File: config.mk
export PLATFORM = sky130hd
export DESIGN_NAME = pwg_top
export DESIGN_NICKNAME = d
export VERILOG_FILES = /design/src/verilog/pwg_sync2.v /design/src/verilog/pwg_top.v
export VERILOG_INCLUDE_DIRS = /design/src /design/src/verilog
export SDC_FILE = /design/constraint.sdc
export NUM_CORES = 1
export LEC_CHECK = 0
export ABC_AREA = 1
export BUFFER_PORTS_ARGS = -buffer_cell sky130_fd_sc_hd__buf_2
export CAP_MARGIN = 25
export CORE_MARGIN = 8
export CORE_UTILIZATION = 35
export DETAILED_ROUTE_END_ITERATION = 12
export PLACE_DENSITY = 0.62
export SLEW_MARGIN = 15
export SYNTH_ARGS = -nofsm -noshare
export SYNTH_HDL_FRONTEND = slang
export SYNTH_SLANG_ARGS = --single-unit
File: constraint.sdc
create_clock -name core_clk -period 1.8 [get_ports core_clk]
set_input_delay 0.09 -clock core_clk [delete_from_list [all_inputs] [get_ports core_clk]]
set_output_delay 0.09 -clock core_clk [all_outputs]
set_load 0.05 [all_outputs]
File: src/verilog/pwg_consts.vh
// Purpose: Constants of the parameter write guard
// Assumes: Included by bare name from the design files
// Notes:   Indices follow the security parameter group numbering
`ifndef PWG_CONSTS_VH
`define PWG_CONSTS_VH

// ==========================================================================
// Parameter indices inside the security group
`define PWG_IDX_W            4
`define PWG_IDX_CODE_ENTRY   4'h1
`define PWG_IDX_CODE_REF     4'h2
`define PWG_IDX_SRC_SEL      4'h3
`define PWG_IDX_INHIBIT      4'h4
`define PWG_IDX_SERVICE      4'h5

// ==========================================================================
// Widths and value limits
`define PWG_DATA_W           16
`define PWG_CODE_W           14
`define PWG_CODE_MAX         14'h270f
`define PWG_SERVICE_MAX      16'hea5f
`define PWG_SRC_W            3

// ==========================================================================
// Parametrising sources
`define PWG_SRC_KEYPAD       3'h1
`define PWG_SRC_MODBUS       3'h2
`define PWG_SRC_CANOPEN      3'h3
`define PWG_SRC_PROFIBUS     3'h4

// ==========================================================================
// Reset values
`define PWG_RST_CODE         14'h0000
`define PWG_RST_SRC          3'h1
`define PWG_RST_INHIBIT      1'h0
`define PWG_RST_SERVICE      16'h0000

// ==========================================================================
// Answer status codes
`define PWG_ST_W             3
`define PWG_ST_OK            3'h0
`define PWG_ST_LOCKED        3'h1
`define PWG_ST_WRONG_SRC     3'h2
`define PWG_ST_RANGE         3'h3
`define PWG_ST_READ_BLOCKED  3'h4
`define PWG_ST_FORWARDED     3'h5

`endif

File: src/verilog/pwg_sync2.v
// Purpose: Two flip-flop synchroniser for pin levels
// Assumes: Inputs are slow levels from pins
// Notes:   First stage is read only by the second stage
`timescale 1ns/100ps
`default_nettype none

module pwg_sync2 #(
  parameter WIDTH = 2
) (
  // Clock and reset
  input  wire             core_clk,
  input  wire             rstn,
  // Asynchronous levels in
  input  wire [WIDTH-1:0] async_in,
  // Synchronised levels out
  output wire [WIDTH-1:0] sync_out
);

  reg [WIDTH-1:0] stage1;
  reg [WIDTH-1:0] stage2;

  // ========================================================================
  // Per-bit chain
  genvar i;
  generate
    for (i = 0; i < WIDTH; i = i + 1) begin : g_bit
      always @(posedge core_clk) begin
        if (!rstn) begin
          stage1[i] <= 1'b0;
          stage2[i] <= 1'b0;
        end else begin
          stage1[i] <= async_in[i];
          stage2[i] <= stage1[i];
        end
      end
    end
  endgenerate

  assign sync_out = stage2;

endmodule // pwg_sync2

`default_nettype wire

File: src/verilog/pwg_top.v
// Purpose: Guards parameter writes by code lock, lock pin and source select
// Assumes: One parameter request per cycle from the access arbiter
// Notes:   Answer comes one cycle after the request is taken
`include "pwg_consts.vh"
`timescale 1ns/100ps
`default_nettype none

module pwg_top (
  // Clock and reset
  input  wire                    core_clk,
  input  wire                    rstn,
  // Pins
  input  wire                    lock_pin,
  input  wire                    oem_code_present,
  // Parameter request
  input  wire                    req_valid,
  input  wire                    req_write,
  input  wire [`PWG_SRC_W-1:0]   req_source,
  input  wire                    req_in_group,
  input  wire [`PWG_IDX_W-1:0]   req_index,
  input  wire [`PWG_DATA_W-1:0]  req_wdata,
  // Parameter answer
  output reg                     ans_valid,
  output reg  [`PWG_ST_W-1:0]    ans_status,
  output reg  [`PWG_DATA_W-1:0]  ans_rdata,
  // Forwarded accesses to other parameter groups
  output reg                     fwd_valid,
  output reg                     fwd_write,
  output reg  [`PWG_IDX_W-1:0]   fwd_index,
  output reg  [`PWG_DATA_W-1:0]  fwd_wdata,
  // Drive side state
  output reg                     param_lock,
  output reg                     locked_msg,
  output reg                     start_inhibit,
  output reg  [`PWG_DATA_W-1:0]  service_code
);

  // ========================================================================
  // Stored parameters
  reg  [`PWG_CODE_W-1:0] lock_code_entry;
  reg  [`PWG_CODE_W-1:0] lock_code_reference;
  reg  [`PWG_SRC_W-1:0]  write_source_select;
  reg                    start_pulse_inhibit;

  // ========================================================================
  // Pin synchronisation
  wire [1:0] pins_sync;
  wire       lock_pin_s;
  wire       oem_s;

  pwg_sync2 #(
    .WIDTH (2)
  ) u_sync (
    .core_clk (core_clk),
    .rstn     (rstn),
    .async_in ({oem_code_present, lock_pin}),
    .sync_out (pins_sync)
  );

  assign lock_pin_s = pins_sync[0];
  assign oem_s      = pins_sync[1];

  // ========================================================================
  // Decode helpers
  function idx_known;
    input [`PWG_IDX_W-1:0] idx;
    begin
      idx_known = (idx == `PWG_IDX_CODE_ENTRY) || (idx == `PWG_IDX_CODE_REF) ||
                  (idx == `PWG_IDX_SRC_SEL)    || (idx == `PWG_IDX_INHIBIT)  ||
                  (idx == `PWG_IDX_SERVICE);
    end
  endfunction

  function code_ok;
    input [`PWG_DATA_W-1:0] val;
    begin
      code_ok = (val <= {2'b00, `PWG_CODE_MAX});
    end
  endfunction

  function src_ok;
    input [`PWG_SRC_W-1:0] src;
    begin
      src_ok = (src >= `PWG_SRC_KEYPAD) && (src <= `PWG_SRC_PROFIBUS);
    end
  endfunction

  // ========================================================================
  // Lock state from current contents
  wire lock_now;
  assign lock_now = (lock_code_entry != lock_code_reference)
                  | lock_pin_s;

  // ========================================================================
  // Write decision
  wire                   is_wr;
  wire                   is_rd;
  wire                   grp_req;
  wire                   src_match;
  wire                   entry_target;
  reg                    range_ok;
  reg  [`PWG_ST_W-1:0]   next_wr_status;
  wire                   wr_accept;

  assign is_wr        = req_valid & req_write;
  assign is_rd        = req_valid & ~req_write;
  assign grp_req      = req_in_group & idx_known(req_index);
  assign src_match    = (req_source == write_source_select);
  // Code entry stays writable while locked, else a lock could never be lifted
  assign entry_target = req_in_group && (req_index == `PWG_IDX_CODE_ENTRY);

  always @* begin
    range_ok = 1'b1;
    if (req_in_group) begin
      case (req_index)
        `PWG_IDX_CODE_ENTRY: range_ok = code_ok(req_wdata);
        `PWG_IDX_CODE_REF:   range_ok = code_ok(req_wdata);
        `PWG_IDX_SRC_SEL:    range_ok = src_ok(req_wdata[`PWG_SRC_W-1:0]) &&
                                        (req_wdata[`PWG_DATA_W-1:`PWG_SRC_W] == 13'h0000);
        `PWG_IDX_INHIBIT:    range_ok = (req_wdata[`PWG_DATA_W-1:1] == 15'h0000);
        `PWG_IDX_SERVICE:    range_ok = (req_wdata <= `PWG_SERVICE_MAX);
        default:             range_ok = 1'b0;
      endcase
    end
  end

  always @* begin
    if (!src_match) begin
      next_wr_status = `PWG_ST_WRONG_SRC;
    end else if (lock_now && !entry_target) begin
      next_wr_status = `PWG_ST_LOCKED;
    end else if (!range_ok) begin
      next_wr_status = `PWG_ST_RANGE;
    end else if (!grp_req) begin
      next_wr_status = req_in_group ? `PWG_ST_RANGE : `PWG_ST_FORWARDED;
    end else begin
      next_wr_status = `PWG_ST_OK;
    end
  end

  // Only a clean decision touches storage
  assign wr_accept = is_wr && (next_wr_status == `PWG_ST_OK);

  // ========================================================================
  // Read decision and data
  reg [`PWG_ST_W-1:0]   next_rd_status;
  reg [`PWG_DATA_W-1:0] next_rd_data;

  always @* begin
    next_rd_status = `PWG_ST_OK;
    next_rd_data   = 16'h0000;
    if (!req_in_group) begin
      next_rd_status = `PWG_ST_FORWARDED;
    end else begin
      case (req_index)
        `PWG_IDX_CODE_ENTRY: next_rd_data = {2'b00, lock_code_entry};
        `PWG_IDX_CODE_REF: begin
          if (oem_s) begin
            next_rd_status = `PWG_ST_READ_BLOCKED;
          end else begin
            next_rd_data   = {2'b00, lock_code_reference};
          end
        end
        `PWG_IDX_SRC_SEL:    next_rd_data = {13'h0000, write_source_select};
        `PWG_IDX_INHIBIT:    next_rd_data = {15'h0000, start_pulse_inhibit};
        `PWG_IDX_SERVICE:    next_rd_data = service_code;
        default:             next_rd_status = `PWG_ST_RANGE;
      endcase
    end
  end

  // ========================================================================
  // Parameter storage
  always @(posedge core_clk) begin
    if (!rstn) begin
      lock_code_entry     <= `PWG_RST_CODE;
      lock_code_reference <= `PWG_RST_CODE;
      write_source_select <= `PWG_RST_SRC;
      start_pulse_inhibit <= `PWG_RST_INHIBIT;
      service_code        <= `PWG_RST_SERVICE;
    end else if (wr_accept) begin
      case (req_index)
        `PWG_IDX_CODE_ENTRY: lock_code_entry     <= req_wdata[`PWG_CODE_W-1:0];
        `PWG_IDX_CODE_REF:   lock_code_reference <= req_wdata[`PWG_CODE_W-1:0];
        `PWG_IDX_SRC_SEL:    write_source_select <= req_wdata[`PWG_SRC_W-1:0];
        `PWG_IDX_INHIBIT:    start_pulse_inhibit <= req_wdata[0];
        `PWG_IDX_SERVICE:    service_code        <= req_wdata;
        default:             service_code        <= service_code;
      endcase
    end
  end

  // ========================================================================
  // Answer port
  always @(posedge core_clk) begin
    if (!rstn) begin
      ans_valid  <= 1'b0;
      ans_status <= `PWG_ST_OK;
      ans_rdata  <= 16'h0000;
    end else begin
      ans_valid <= req_valid;
      if (is_wr) begin
        ans_status <= next_wr_status;
        ans_rdata  <= 16'h0000;
      end else if (is_rd) begin
        ans_status <= next_rd_status;
        ans_rdata  <= next_rd_data;
      end else begin
        ans_status <= `PWG_ST_OK;
        ans_rdata  <= 16'h0000;
      end
    end
  end

  // ========================================================================
  // Forwarding of other groups
  // Foreign writes pass only under the same source and lock checks
  always @(posedge core_clk) begin
    if (!rstn) begin
      fwd_valid <= 1'b0;
    end else begin
      fwd_valid <= (is_rd && !req_in_group) ||
                   (is_wr && next_wr_status == `PWG_ST_FORWARDED);
    end
  end

  // Payload copied every cycle; only meaningful while fwd_valid stands
  always @(posedge core_clk) begin
    if (!rstn) begin
      fwd_write <= 1'b0;
      fwd_index <= 4'h0;
      fwd_wdata <= 16'h0000;
    end else begin
      fwd_write <= is_wr;
      fwd_index <= req_index;
      fwd_wdata <= req_wdata;
    end
  end

  // ========================================================================
  // Drive side state
  // Lock level is registered so the panel never sees a decode glitch
  always @(posedge core_clk) begin
    if (!rstn) begin
      param_lock <= 1'b0;
    end else begin
      param_lock <= lock_now;
    end
  end

  // One pulse per write refused for lock; the panel raises its locked message from it
  always @(posedge core_clk) begin
    if (!rstn) begin
      locked_msg <= 1'b0;
    end else begin
      locked_msg <= is_wr && (next_wr_status == `PWG_ST_LOCKED);
    end
  end

  // Follows the stored setting a cycle late; start logic must wait one cycle
  always @(posedge core_clk) begin
    if (!rstn) begin
      start_inhibit <= 1'b0;
    end else begin
      start_inhibit <= start_pulse_inhibit;
    end
  end

endmodule // pwg_top

`default_nettype wire
=== Word-level counts from Yosys, hierarchy flattened ===
Index checks and enable logic that the tools add are counted.

* Magnitude comparators: 4
* Eq/ne operators: 9
* Multiplexer cells: 14
* Bitwise logic cells: 8
* Reductions and logical operators: 26

{| class="wikitable"
|+ Operators by type and width
! operator !! count
|-
| one-hot mux 16 bit (5 select lines) || 1
|-
| 2-to-1 mux 3 bit || 9
|-
| less-or-equal comparator 16 x 14 -> 1 bit, second input constant || 1
|-
| less-or-equal comparator 16 bit, second input constant || 1
|-
| zero test 15 bit || 1
|-
| 2-to-1 mux 14 bit || 1
|-
| != test 14 bit || 1
|-
| zero test 13 bit || 1
|-
| AND reduction 2 bit || 5
|-
| equality test 4 x 2 -> 1 bit, second input constant || 2
|-
| equality test 4 x 3 -> 1 bit, second input constant || 2
|-
| logical AND 1 bit || 8
|-
| OR reduction 4 bit || 2
|-
| one-hot mux 3 bit (2 select lines) || 1
|-
| logical OR 1 bit || 5
|-
| equality test 4 x 1 -> 1 bit, second input constant || 1
|-
| NOT 1 bit || 4
|-
| one-hot mux 1 bit (4 select lines) || 1
|-
| AND 1 bit || 3
|-
| equality test 3 x 1 -> 1 bit, second input constant || 1
|-
| equality test 3 bit || 1
|-
| equality test 3 bit, second input constant || 1
|-
| greater-or-equal comparator 3 x 1 -> 1 bit, second input constant || 1
|-
| less-or-equal comparator 3 bit, second input constant || 1
|-
| 5 further kinds || 6
|}

* Register bits: 97
* Input port bits: 30
* Output and inout bits: 61
* Word-level logic and storage cells: 80

=== Logic depth before layout (Yosys ltp) ===
Gate-level depths: netlist of the first run.

* Depth in word-level cells: 13
* Depth in mapped cells: 16
* Mapped depth without buffers: 14

=== By module ===
Synthesis of the first run repeated with hierarchy kept, for this count alone.

* Cell total of the unflattened synthesis: 641
* Area total of the unflattened synthesis: 4336.7 µm²

{| class="wikitable"
|+ By module, submodules not included
! module !! times used !! cells an instance !! area an instance (µm²) !! sequential area each (µm²)
|-
| pwg_top || 1 || 629 || 4226.6 || 1861.8
|-
| pwg_sync2 || 1 || 12 || 110.1 || 80.1
|}

=== Worst setup path after synthesis of the first run ===
Ideal clock, no wire load.

* Kind: reg-to-reg
* Start: register lock_code_entry[1]
* End: register service_code[10]
* Library setup time: 0.114 ns
* Arrival: 1.693 ns
* Data required time: 1.686 ns
* Setup slack: -0.007 ns
* Cell stages (with the launch flop): 16
* Buffers on the path: 2
* Period minus slack after synthesis: 1.807 ns
* Cells stage by stage: dfxtp_1 > inv_1 > nand2_1 > nand2_1 > nor2_1 > nand2_1 > nor2_1 > nand2_1 > nand2_2 > nand3_2 > a21oi_2 > buf_2 > buf_6 > nand4_1 > nand2_1 > nor2_1

* Cells in the longest elaborated chain, start to end: 8

{| class="wikitable"
|+ RTL lines
! what !! line !! RTL
|-
| start: declaration || pwg_top.v:40 || <nowiki>reg [`PWG_CODE_W-1:0] lock_code_entry;</nowiki>
|-
| start signal: assignment || pwg_top.v:176 || <nowiki>lock_code_entry <= `PWG_RST_CODE;</nowiki>
|-
| start signal: assignment || pwg_top.v:183 || <nowiki>`PWG_IDX_CODE_ENTRY: lock_code_entry <= req_wdata[`PWG_CODE_W-1:0];</nowiki>
|-
| != test 14 bit || pwg_top.v:91 || <nowiki>assign lock_now = (lock_code_entry != lock_code_reference)</nowiki>
|-
| OR 1 bit || pwg_top.v:92 || <nowiki>| lock_pin_s;</nowiki>
|-
| logical AND 1 bit || pwg_top.v:130 || <nowiki>end else if (lock_now && !entry_target) begin</nowiki>
|-
| 2-to-1 mux 3 bit || pwg_top.v:130 ||
|-
| 2-to-1 mux 3 bit || pwg_top.v:128 || <nowiki>if (!src_match) begin</nowiki>
|-
| zero test 3 bit (no line) || - ||
|-
| logical AND 1 bit || pwg_top.v:142 || <nowiki>assign wr_accept = is_wr && (next_wr_status == `PWG_ST_OK);</nowiki>
|-
| AND reduction 2 bit (no line) || - ||
|-
| end signal: assignment || pwg_top.v:180 || <nowiki>service_code <= `PWG_RST_SERVICE;</nowiki>
|-
| end signal: assignment || pwg_top.v:187 || <nowiki>`PWG_IDX_SERVICE: service_code <= req_wdata;</nowiki>
|-
| end signal: assignment || pwg_top.v:188 || <nowiki>default: service_code <= service_code;</nowiki>
|-
| end: declaration || pwg_top.v:35 || <nowiki>output reg [`PWG_DATA_W-1:0] service_code</nowiki>
|}

Every way passes these cells.
A chain may end at the register's enable or synchronous reset.

=== Worst setup path in the final report of the first run ===
* Start: register lock_code_entry[13]
* End: register lock_code_entry[0]

* Cells in the longest elaborated chain, start to end: 8

{| class="wikitable"
|+ RTL lines
! what !! line
|-
| != test 14 bit || pwg_top.v:91
|-
| OR 1 bit || pwg_top.v:92
|-
| logical AND 1 bit || pwg_top.v:130
|-
| 2-to-1 mux 3 bit || pwg_top.v:130
|-
| 2-to-1 mux 3 bit || pwg_top.v:128
|-
| zero test 3 bit (no line) || -
|-
| logical AND 1 bit || pwg_top.v:142
|-
| AND reduction 2 bit (no line) || -
|}

Every way passes these cells.

==> results of run 1 <==
## synth_stat cells (2+ instances only)
| cell type | instances |
|---|---|
| clkinv_1 | 2 |
| buf_4 | 2 |
| nand2_2 | 2 |
| clkbuf_1 | 10 |
| dfxtp_1 | 97 |
| nor2_4 | 4 |
| buf_2 | 6 |
| buf_6 | 3 |
| buf_1 | 7 |
| nor3_1 | 2 |
| o221ai_1 | 9 |
| nand2_1 | 176 |
| nand4_1 | 50 |
| o21ai_0 | 7 |
| xnor2_1 | 4 |
| a221oi_1 | 3 |
| a21oi_1 | 8 |
| nand3_1 | 15 |
| inv_1 | 94 |
| nor2_1 | 129 |
| inv_2 | 3 |
## layout make-up
class                   instances  area [sq um]  share of cell area
clock buffers                  13         260.3             0.04108
clock inverters                 2         37.54            0.005925
inverters                      99         372.9             0.05886
multi-input cells             415          1958              0.3091
flip-flops and latches         97          1969              0.3109
well taps                     168         210.2             0.03318
repair buffers                193          1526              0.2410
## stage by stage
step	area [sq um]	TNS, ps	power (W)
global placement	5380	-6849	0.002714
finish	6335	-8365	0.004774
floorplan	4334	0	0.002535
CTS	6146	-3862	0.004743
detailed placement	5380	-8894	0.002721
global route	6335	-14130	0.004937
## layer usage
layer	track usage	vias to the layer above	part of all wire
li1	-	2346	-
met1	0.2092	2196	0.43
met2	0.2882	170	0.48
met3	0.03827	27	0.065
met4	0.07278	0	0.020
met5	0	-	0
## worst max-delay path, cell delays in order (launching register included)
cell and delay (ps):
dfxtp_2 360, inv_1 60, nand2_1 70, nand2_1 50, nor2_1 100, nand2_1 70, nor2_2 130, nand2_1 100
nand2_2 110, nand3_4 110, clkinv_2 100, nand4_4 100, buf_4 180, nor2_4 100, buf_12 150, nor2_1 50
nor2_1 110
## power by group through the flow
| stage | Clock [W] | Combinational [W] | Sequential, W |
|---|---|---|---|
| 6_report | 0.00196 | 0.000622 | 0.00219 |
| 5_1_grt | 0.00208 | 0.000663 | 0.00219 |
| 4_1_cts | 0.00199 | 0.000566 | 0.00219 |
| 3_5_place_dp | 0 | 0.000484 | 0.00224 |
| 3_3_place_gp | 0 | 0.000478 | 0.00224 |
| 2_1_floorplan | 0 | 0.000188 | 0.00235 |
## final timing paths
kind / cells past startpoint / to / slack [ps] / from
max: 16 / lock_code_entry[0] / -210 / lock_code_entry[13]
min: 3 / write_source_select[0] / 30 / req_wdata[0]
max reg2reg: 16 / lock_code_entry[0] / -210 / lock_code_entry[13]
min reg2reg: 2 / u_sync.sync_out[1] / 410 / u_sync.stage1[1]
## registers in the layout, summed over array words and instances (netlist names), 2 cells and up
register,count
fwd_index,4
u_sync.stage1,2
ans_status,3
fwd_wdata,16
write_source_select,3
u_sync.sync_out,2
service_code,16
lock_code_reference,14
lock_code_entry,14
ans_rdata,16
## cells by family after synthesis
| kind of cell | after synthesis |
|---|---|
| DFF | 97 |
| and+or+nand+nor | 381 |
| buffers and inverters | 127 |
| AOI/OAI and AO/OA | 30 |
| xor gates and xnor gates | 4 |
## timing repair
action,in CTS,in global routing
setup buffers,10,2
hold buffers,19,0
pin swaps,2,2
endpoints found under the setup margin,48,49
cloned,4,6
endpoints found under the hold margin,19,0
gates resized for setup,36,20
==> flow_metrics.env, run 1 <==
export IMPL_status="complete, but fails checks"
export IMPL_violations="negative setup slack"
export IMPL_drt_wl_total_mm=14.48
export IMPL_slew_headroom=0.7142
export IMPL_p_leak_nw=3.185
export IMPL_rsz0062_at_grt="true"
export IMPL_tightest_slew_ps=426.1
export IMPL_cts_tree="yes"
export IMPL_synth_top_family_by_area="simple AND/OR/NAND/NOR gates"
export IMPL_finalSetupViolCount=49
export IMPL_synth_cells=639
export IMPL_synth_ff_type="dfxtp_1"
export IMPL_drv_slew=0
export IMPL_sw_frac_of_total=0.2535
export IMPL_clock_latency_ps=340
export IMPL_clockPowerShare=0.411
export IMPL_final_nets=845
export IMPL_initial_core_util=0.3591
export IMPL_cp_start_kind="flop"
export IMPL_worstSetupEndpointType="flop"
export IMPL_synthAdderAreaFrac=0
export IMPL_grt_max_degree=49
export IMPL_crit_fanout=14
export IMPL_p_int_w=0.003564
export IMPL_yosysTopAreaCell="dfxtp_1"
export IMPL_cts_max_level=3
export IMPL_clockBufferDepth=2
export IMPL_die_y_microns=127.3
export IMPL_hold_viol=0
export IMPL_hpwlAfterDp_mm=9.303
export IMPL_fin_skew_ps=8.883
export IMPL_wire_per_inst_microns=14.67
export IMPL_synth_top_area_frac=0.4483
export IMPL_post_route_period_util=1.114
export IMPL_yosys_area_share_simple=0.3781
export IMPL_synth_nets=669
export IMPL_synth_edf_count=0
export IMPL_dpl_cell_count=931
export IMPL_synth_seq_area_share=0.4483
export IMPL_grt_pass1_wl_mm=22.54
export IMPL_crit_type="flop to flop"
export IMPL_cts_root_buf="clkbuf_16"
export IMPL_layout_commonest_cell="nand2_1"
export IMPL_synth_compound_area_frac=0.04679
export IMPL_utilization=0.5252
export IMPL_fillCellCount=1167
export IMPL_drt_iter0_drc=411
export IMPL_grt_overflow=0
export IMPL_path_clk_slew_ps=70
export IMPL_die_x_microns=127.3
export IMPL_combinationalPowerShare=0.130
export IMPL_grt_antenna_before_repair=0
export IMPL_viasPerCell=4.801
export IMPL_vdd_drop_max_uv=421.5
export IMPL_ant_nets=0
export IMPL_critPathRequiredTime_ps=2070
export IMPL_core_area_sq_um=12060
export IMPL_synthArstFlopShare=0
export IMPL_final_setup_worst_slack_ps=-205.0
export IMPL_ys_top_cells_by_area="dfxtp_1 (45%), nand2_1 (15%), nor2_1 (11%), inv_1 (8.1%), nand4_1 (7.2%)"
export IMPL_post_place_ws_ps=-223.7
export IMPL_p_sw_w=0.001210
export IMPL_grt_pass1_vias=4660
export IMPL_p_per_area_nw_per_um2=753.6
export IMPL_final_cell_mix="nand2_1 (173), nor2_1 (123), inv_1 (90), buf_2 (90), dfxtp_1 (75)"
export IMPL_fmax_mhz=498.8
export IMPL_firstDrtPassIters=5
export IMPL_clkSinkCount=97
export IMPL_num_rows=40
export IMPL_antennaDiodeCount=0
export IMPL_synth_area_per_cell_sq_um=6.779
export IMPL_yosysWarnings=0
export IMPL_synth_seq_cells=97
export IMPL_die_area_sq_um=16190
export IMPL_instances_no_fill=987
export IMPL_whs_ps=26.52
export IMPL_gp_congestion=0.8532
export IMPL_io_buffers=90
export IMPL_worstPathArrival_ps=2280
export IMPL_syn_cell_area_sq_um=4332
export IMPL_ys_types=27
export IMPL_synthMuxAreaShare=0
export IMPL_fin_crit_ps=2005
export IMPL_layout_drive_gt1_share=0.2930
export IMPL_drc_errors=0
export IMPL_via_count=4739
export IMPL_seqPwrFrac=0.458
export IMPL_drv_cap=0
export IMPL_ios=91
export IMPL_grtUsageTotal=0.1724
export IMPL_synth_xor_area_frac=0.008088
export IMPL_hold_class="primary input to flop"
export IMPL_cts_buffers=9
export IMPL_synthToLayoutAreaGrowth_pct=46.25
Power figures use the tool's default switching activity.
==> run 2: changes to the inputs <==
--- a/config.mk
+++ b/config.mk
@@ -12,7 +12,7 @@
 export CORE_MARGIN = 8
 export CORE_UTILIZATION = 35
 export DETAILED_ROUTE_END_ITERATION = 12
-export PLACE_DENSITY = 0.62
+export PLACE_DENSITY = 0.6
 export SLEW_MARGIN = 15
 export SYNTH_ARGS = -nofsm -noshare
 export SYNTH_HDL_FRONTEND = slang
==> constraint.sdc (replaced) <==
create_clock -name core_clk -period 2.4 [get_ports core_clk]
set_input_delay 0.12 -clock core_clk [delete_from_list [all_inputs] [get_ports core_clk]]
set_output_delay 0.12 -clock core_clk [all_outputs]
set_load 0.05 [all_outputs]
==> run 2 against run 1 <==
Final area shrank 13%. Power is 29% lower. Via count down 7.5%. Flip-flop and latch count stayed put. The flow now finishes without violations. Combinational power is 40% lower. Critical path type is now primary input to flop. Critical endpoint is now lock_code_reference[5]. Register-to-register slack improved by 480 ps. Sequential share of layout area grew 4.1 points. Global-route usage shrank 1.1 points.
==> flow_metrics.env, run 2 (synthesized netlist as in run 1, its figures left out) <==
export IMPL_status="finished clean"
export IMPL_clkSinkCount=97
export IMPL_fin_crit_ps=2200
export IMPL_crit_fanout=12
export IMPL_grt_pass1_vias=4301
export IMPL_clock_latency_ps=350
export IMPL_io_buffers=90
export IMPL_fmax_mhz=454.6
export IMPL_gp_congestion=0.7983
export IMPL_path_clk_slew_ps=70
export IMPL_regArea_sq_um=1942
export IMPL_grt_pass1_wl_mm=21.17
export IMPL_worstPathArrival_ps=2440
export IMPL_cts_root_buf="clkbuf_16"
export IMPL_tns_ps=0
export IMPL_tightest_slew_ps=806.1
export IMPL_die_area_sq_um=16190
export IMPL_grtUsageTotal=0.1616
export IMPL_drc_errors=0
export IMPL_hold_class="primary input to flop"
export IMPL_p_int_w=0.002481
export IMPL_wire_per_inst_microns=14.64
export IMPL_layout_commonest_cell="nand2_1"
export IMPL_grt_overflow=0
export IMPL_die_x_microns=127.3
export IMPL_fin_skew_ps=6.768
export IMPL_crit_type="primary input to flop"
export IMPL_fillCellCount=1260
export IMPL_antennaDiodeCount=0
export IMPL_clockBufferDepth=2
export IMPL_drt_iter0_drc=368
export IMPL_postLayoutCellArea_sq_um=5514
export IMPL_final_nets=772
export IMPL_hold_depth=3
export IMPL_post_route_period_util=0.9166
export IMPL_finalSetupViolCount=0
export IMPL_place_area_sq_um=4930
export IMPL_sw_frac_of_total=0.2697
export IMPL_grt_max_degree=76
export IMPL_seqPwrFrac=0.483
export IMPL_cts_max_level=3
export IMPL_slew_headroom=0.4626
export IMPL_clockPowerShare=0.406
export IMPL_hpwlAfterDp_mm=9.094
export IMPL_critPathRequiredTime_ps=2640
export IMPL_grt_antenna_before_repair=0
export IMPL_vdd_drop_max_uv=281.8
export IMPL_totalPowerFinal_w=0.003398
export IMPL_reg_top3="ans_rdata (16), fwd_wdata (16), service_code (16)"
export IMPL_cts_tree="yes"
export IMPL_synthToLayoutAreaGrowth_pct=27.30
export IMPL_drv_slew=0
export IMPL_combinationalPowerShare=0.110
export IMPL_rsz0062_at_grt="false"
export IMPL_firstDrtPassIters=5
export IMPL_initial_core_util=0.3591
export IMPL_final_cell_mix="nand2_1 (175), nor2_1 (127), dfxtp_1 (97)"
export IMPL_ant_nets=0
export IMPL_cp_start_kind="primary input"
export IMPL_p_sw_w=0.0009164
export IMPL_core_area_sq_um=12060
export IMPL_drv_cap=0
export IMPL_post_place_ws_ps=194.0
export IMPL_die_y_microns=127.3
export IMPL_rr_worst_depth=15
export IMPL_hold_viol=0
export IMPL_p_per_area_nw_per_um2=616.2
export IMPL_ios=91
export IMPL_viasPerCell=4.791
export IMPL_p_leak_nw=2.771
export IMPL_drt_wl_total_mm=13.40
export IMPL_worstSetupEndpointType="flop"
export IMPL_num_rows=40
export IMPL_via_count=4384
export IMPL_final_setup_worst_slack_ps=200.1
export IMPL_multi_input_area_sq_um=1896
export IMPL_cts_buffers=9
export IMPL_layout_drive_gt1_share=0.1874
run 2: cell types whose count changed in the layout (fill, tap and decap cells not counted), sizes merged, moves of 2 or more:
cell,before,now
clkinv,2,6
dlygate4sd3,19,15
inv,97,99
clkbuf,17,12
buf,170,103
run 2: repair_timing:
item                                    4_1_cts  5_1_grt
endpoints found under the setup margin        0       47
endpoints found under the hold margin        15        0
hold buffers                                 15        0
setup buffers                                 0        5
resized for setup                             0        6
run 2: layout make-up:
cell class | count | share of cell area
Multi-Input combinational cell | 415 | 0.3438
Sequential cell | 97 | 0.3522
Clock inverter | 6 | 0.007488
Tap cell | 168 | 0.03812
Timing Repair Buffer | 120 | 0.1477
Inverter | 99 | 0.06739
Clock buffer | 10 | 0.04334
run 2: power groups by stage:
stage	Sequential [W]	Clock, W	Combinational [W]
6_report	0.00164	0.00138	0.000375
5_1_grt	0.00164	0.00148	0.000404
4_1_cts	0.00164	0.00141	0.000348
3_5_place_dp	0.00168	0	0.000329
3_3_place_gp	0.00168	0	0.000325
2_1_floorplan	0.00176	0	0.000141
run 2: through the flow:
step,util,hold WS (ps),std cells
floorplan,-,213.5,639
global placement,0.4087,301.3,876
detailed placement,0.4087,312.9,876
CTS,0.4444,1.181,907
global route,0.4572,38.56,915
finish,0.4572,3.634,915
run 2: final timing paths:
kind | from | to | slack, ps
setup / recovery | req_index[2] | lock_code_reference[5] | 200
hold / removal | req_wdata[10] | fwd_wdata[10] | 4
setup reg to reg | lock_code_reference[3] | lock_code_reference[5] | 270
hold reg to reg | u_sync.stage1[1] | u_sync.sync_out[1] | 420
run 2: worst max-delay path, cell delays in order:
cell           delay [ps]
dlygate4sd3_1         530
buf_2                 130
inv_1                  60
nand2_1               120
nor2_1                140
nand2_2               120
nand2_1                90
nand3_1               100
nand3_2               150
nand3_2               140
a21oi_4               200
buf_12                140
buf_6                 160
nand4_1                90
nand2_1                90
nor2_1                 50
run 2: routing by layer:
layer	global-route usage	vias to the layer above	routed length, microns
met3	0.03785	15	932
met1	0.1972	2024	5916
met2	0.2728	151	6332
met4	0.05598	0	218
met5	0	-	0
li1	-	2194	-
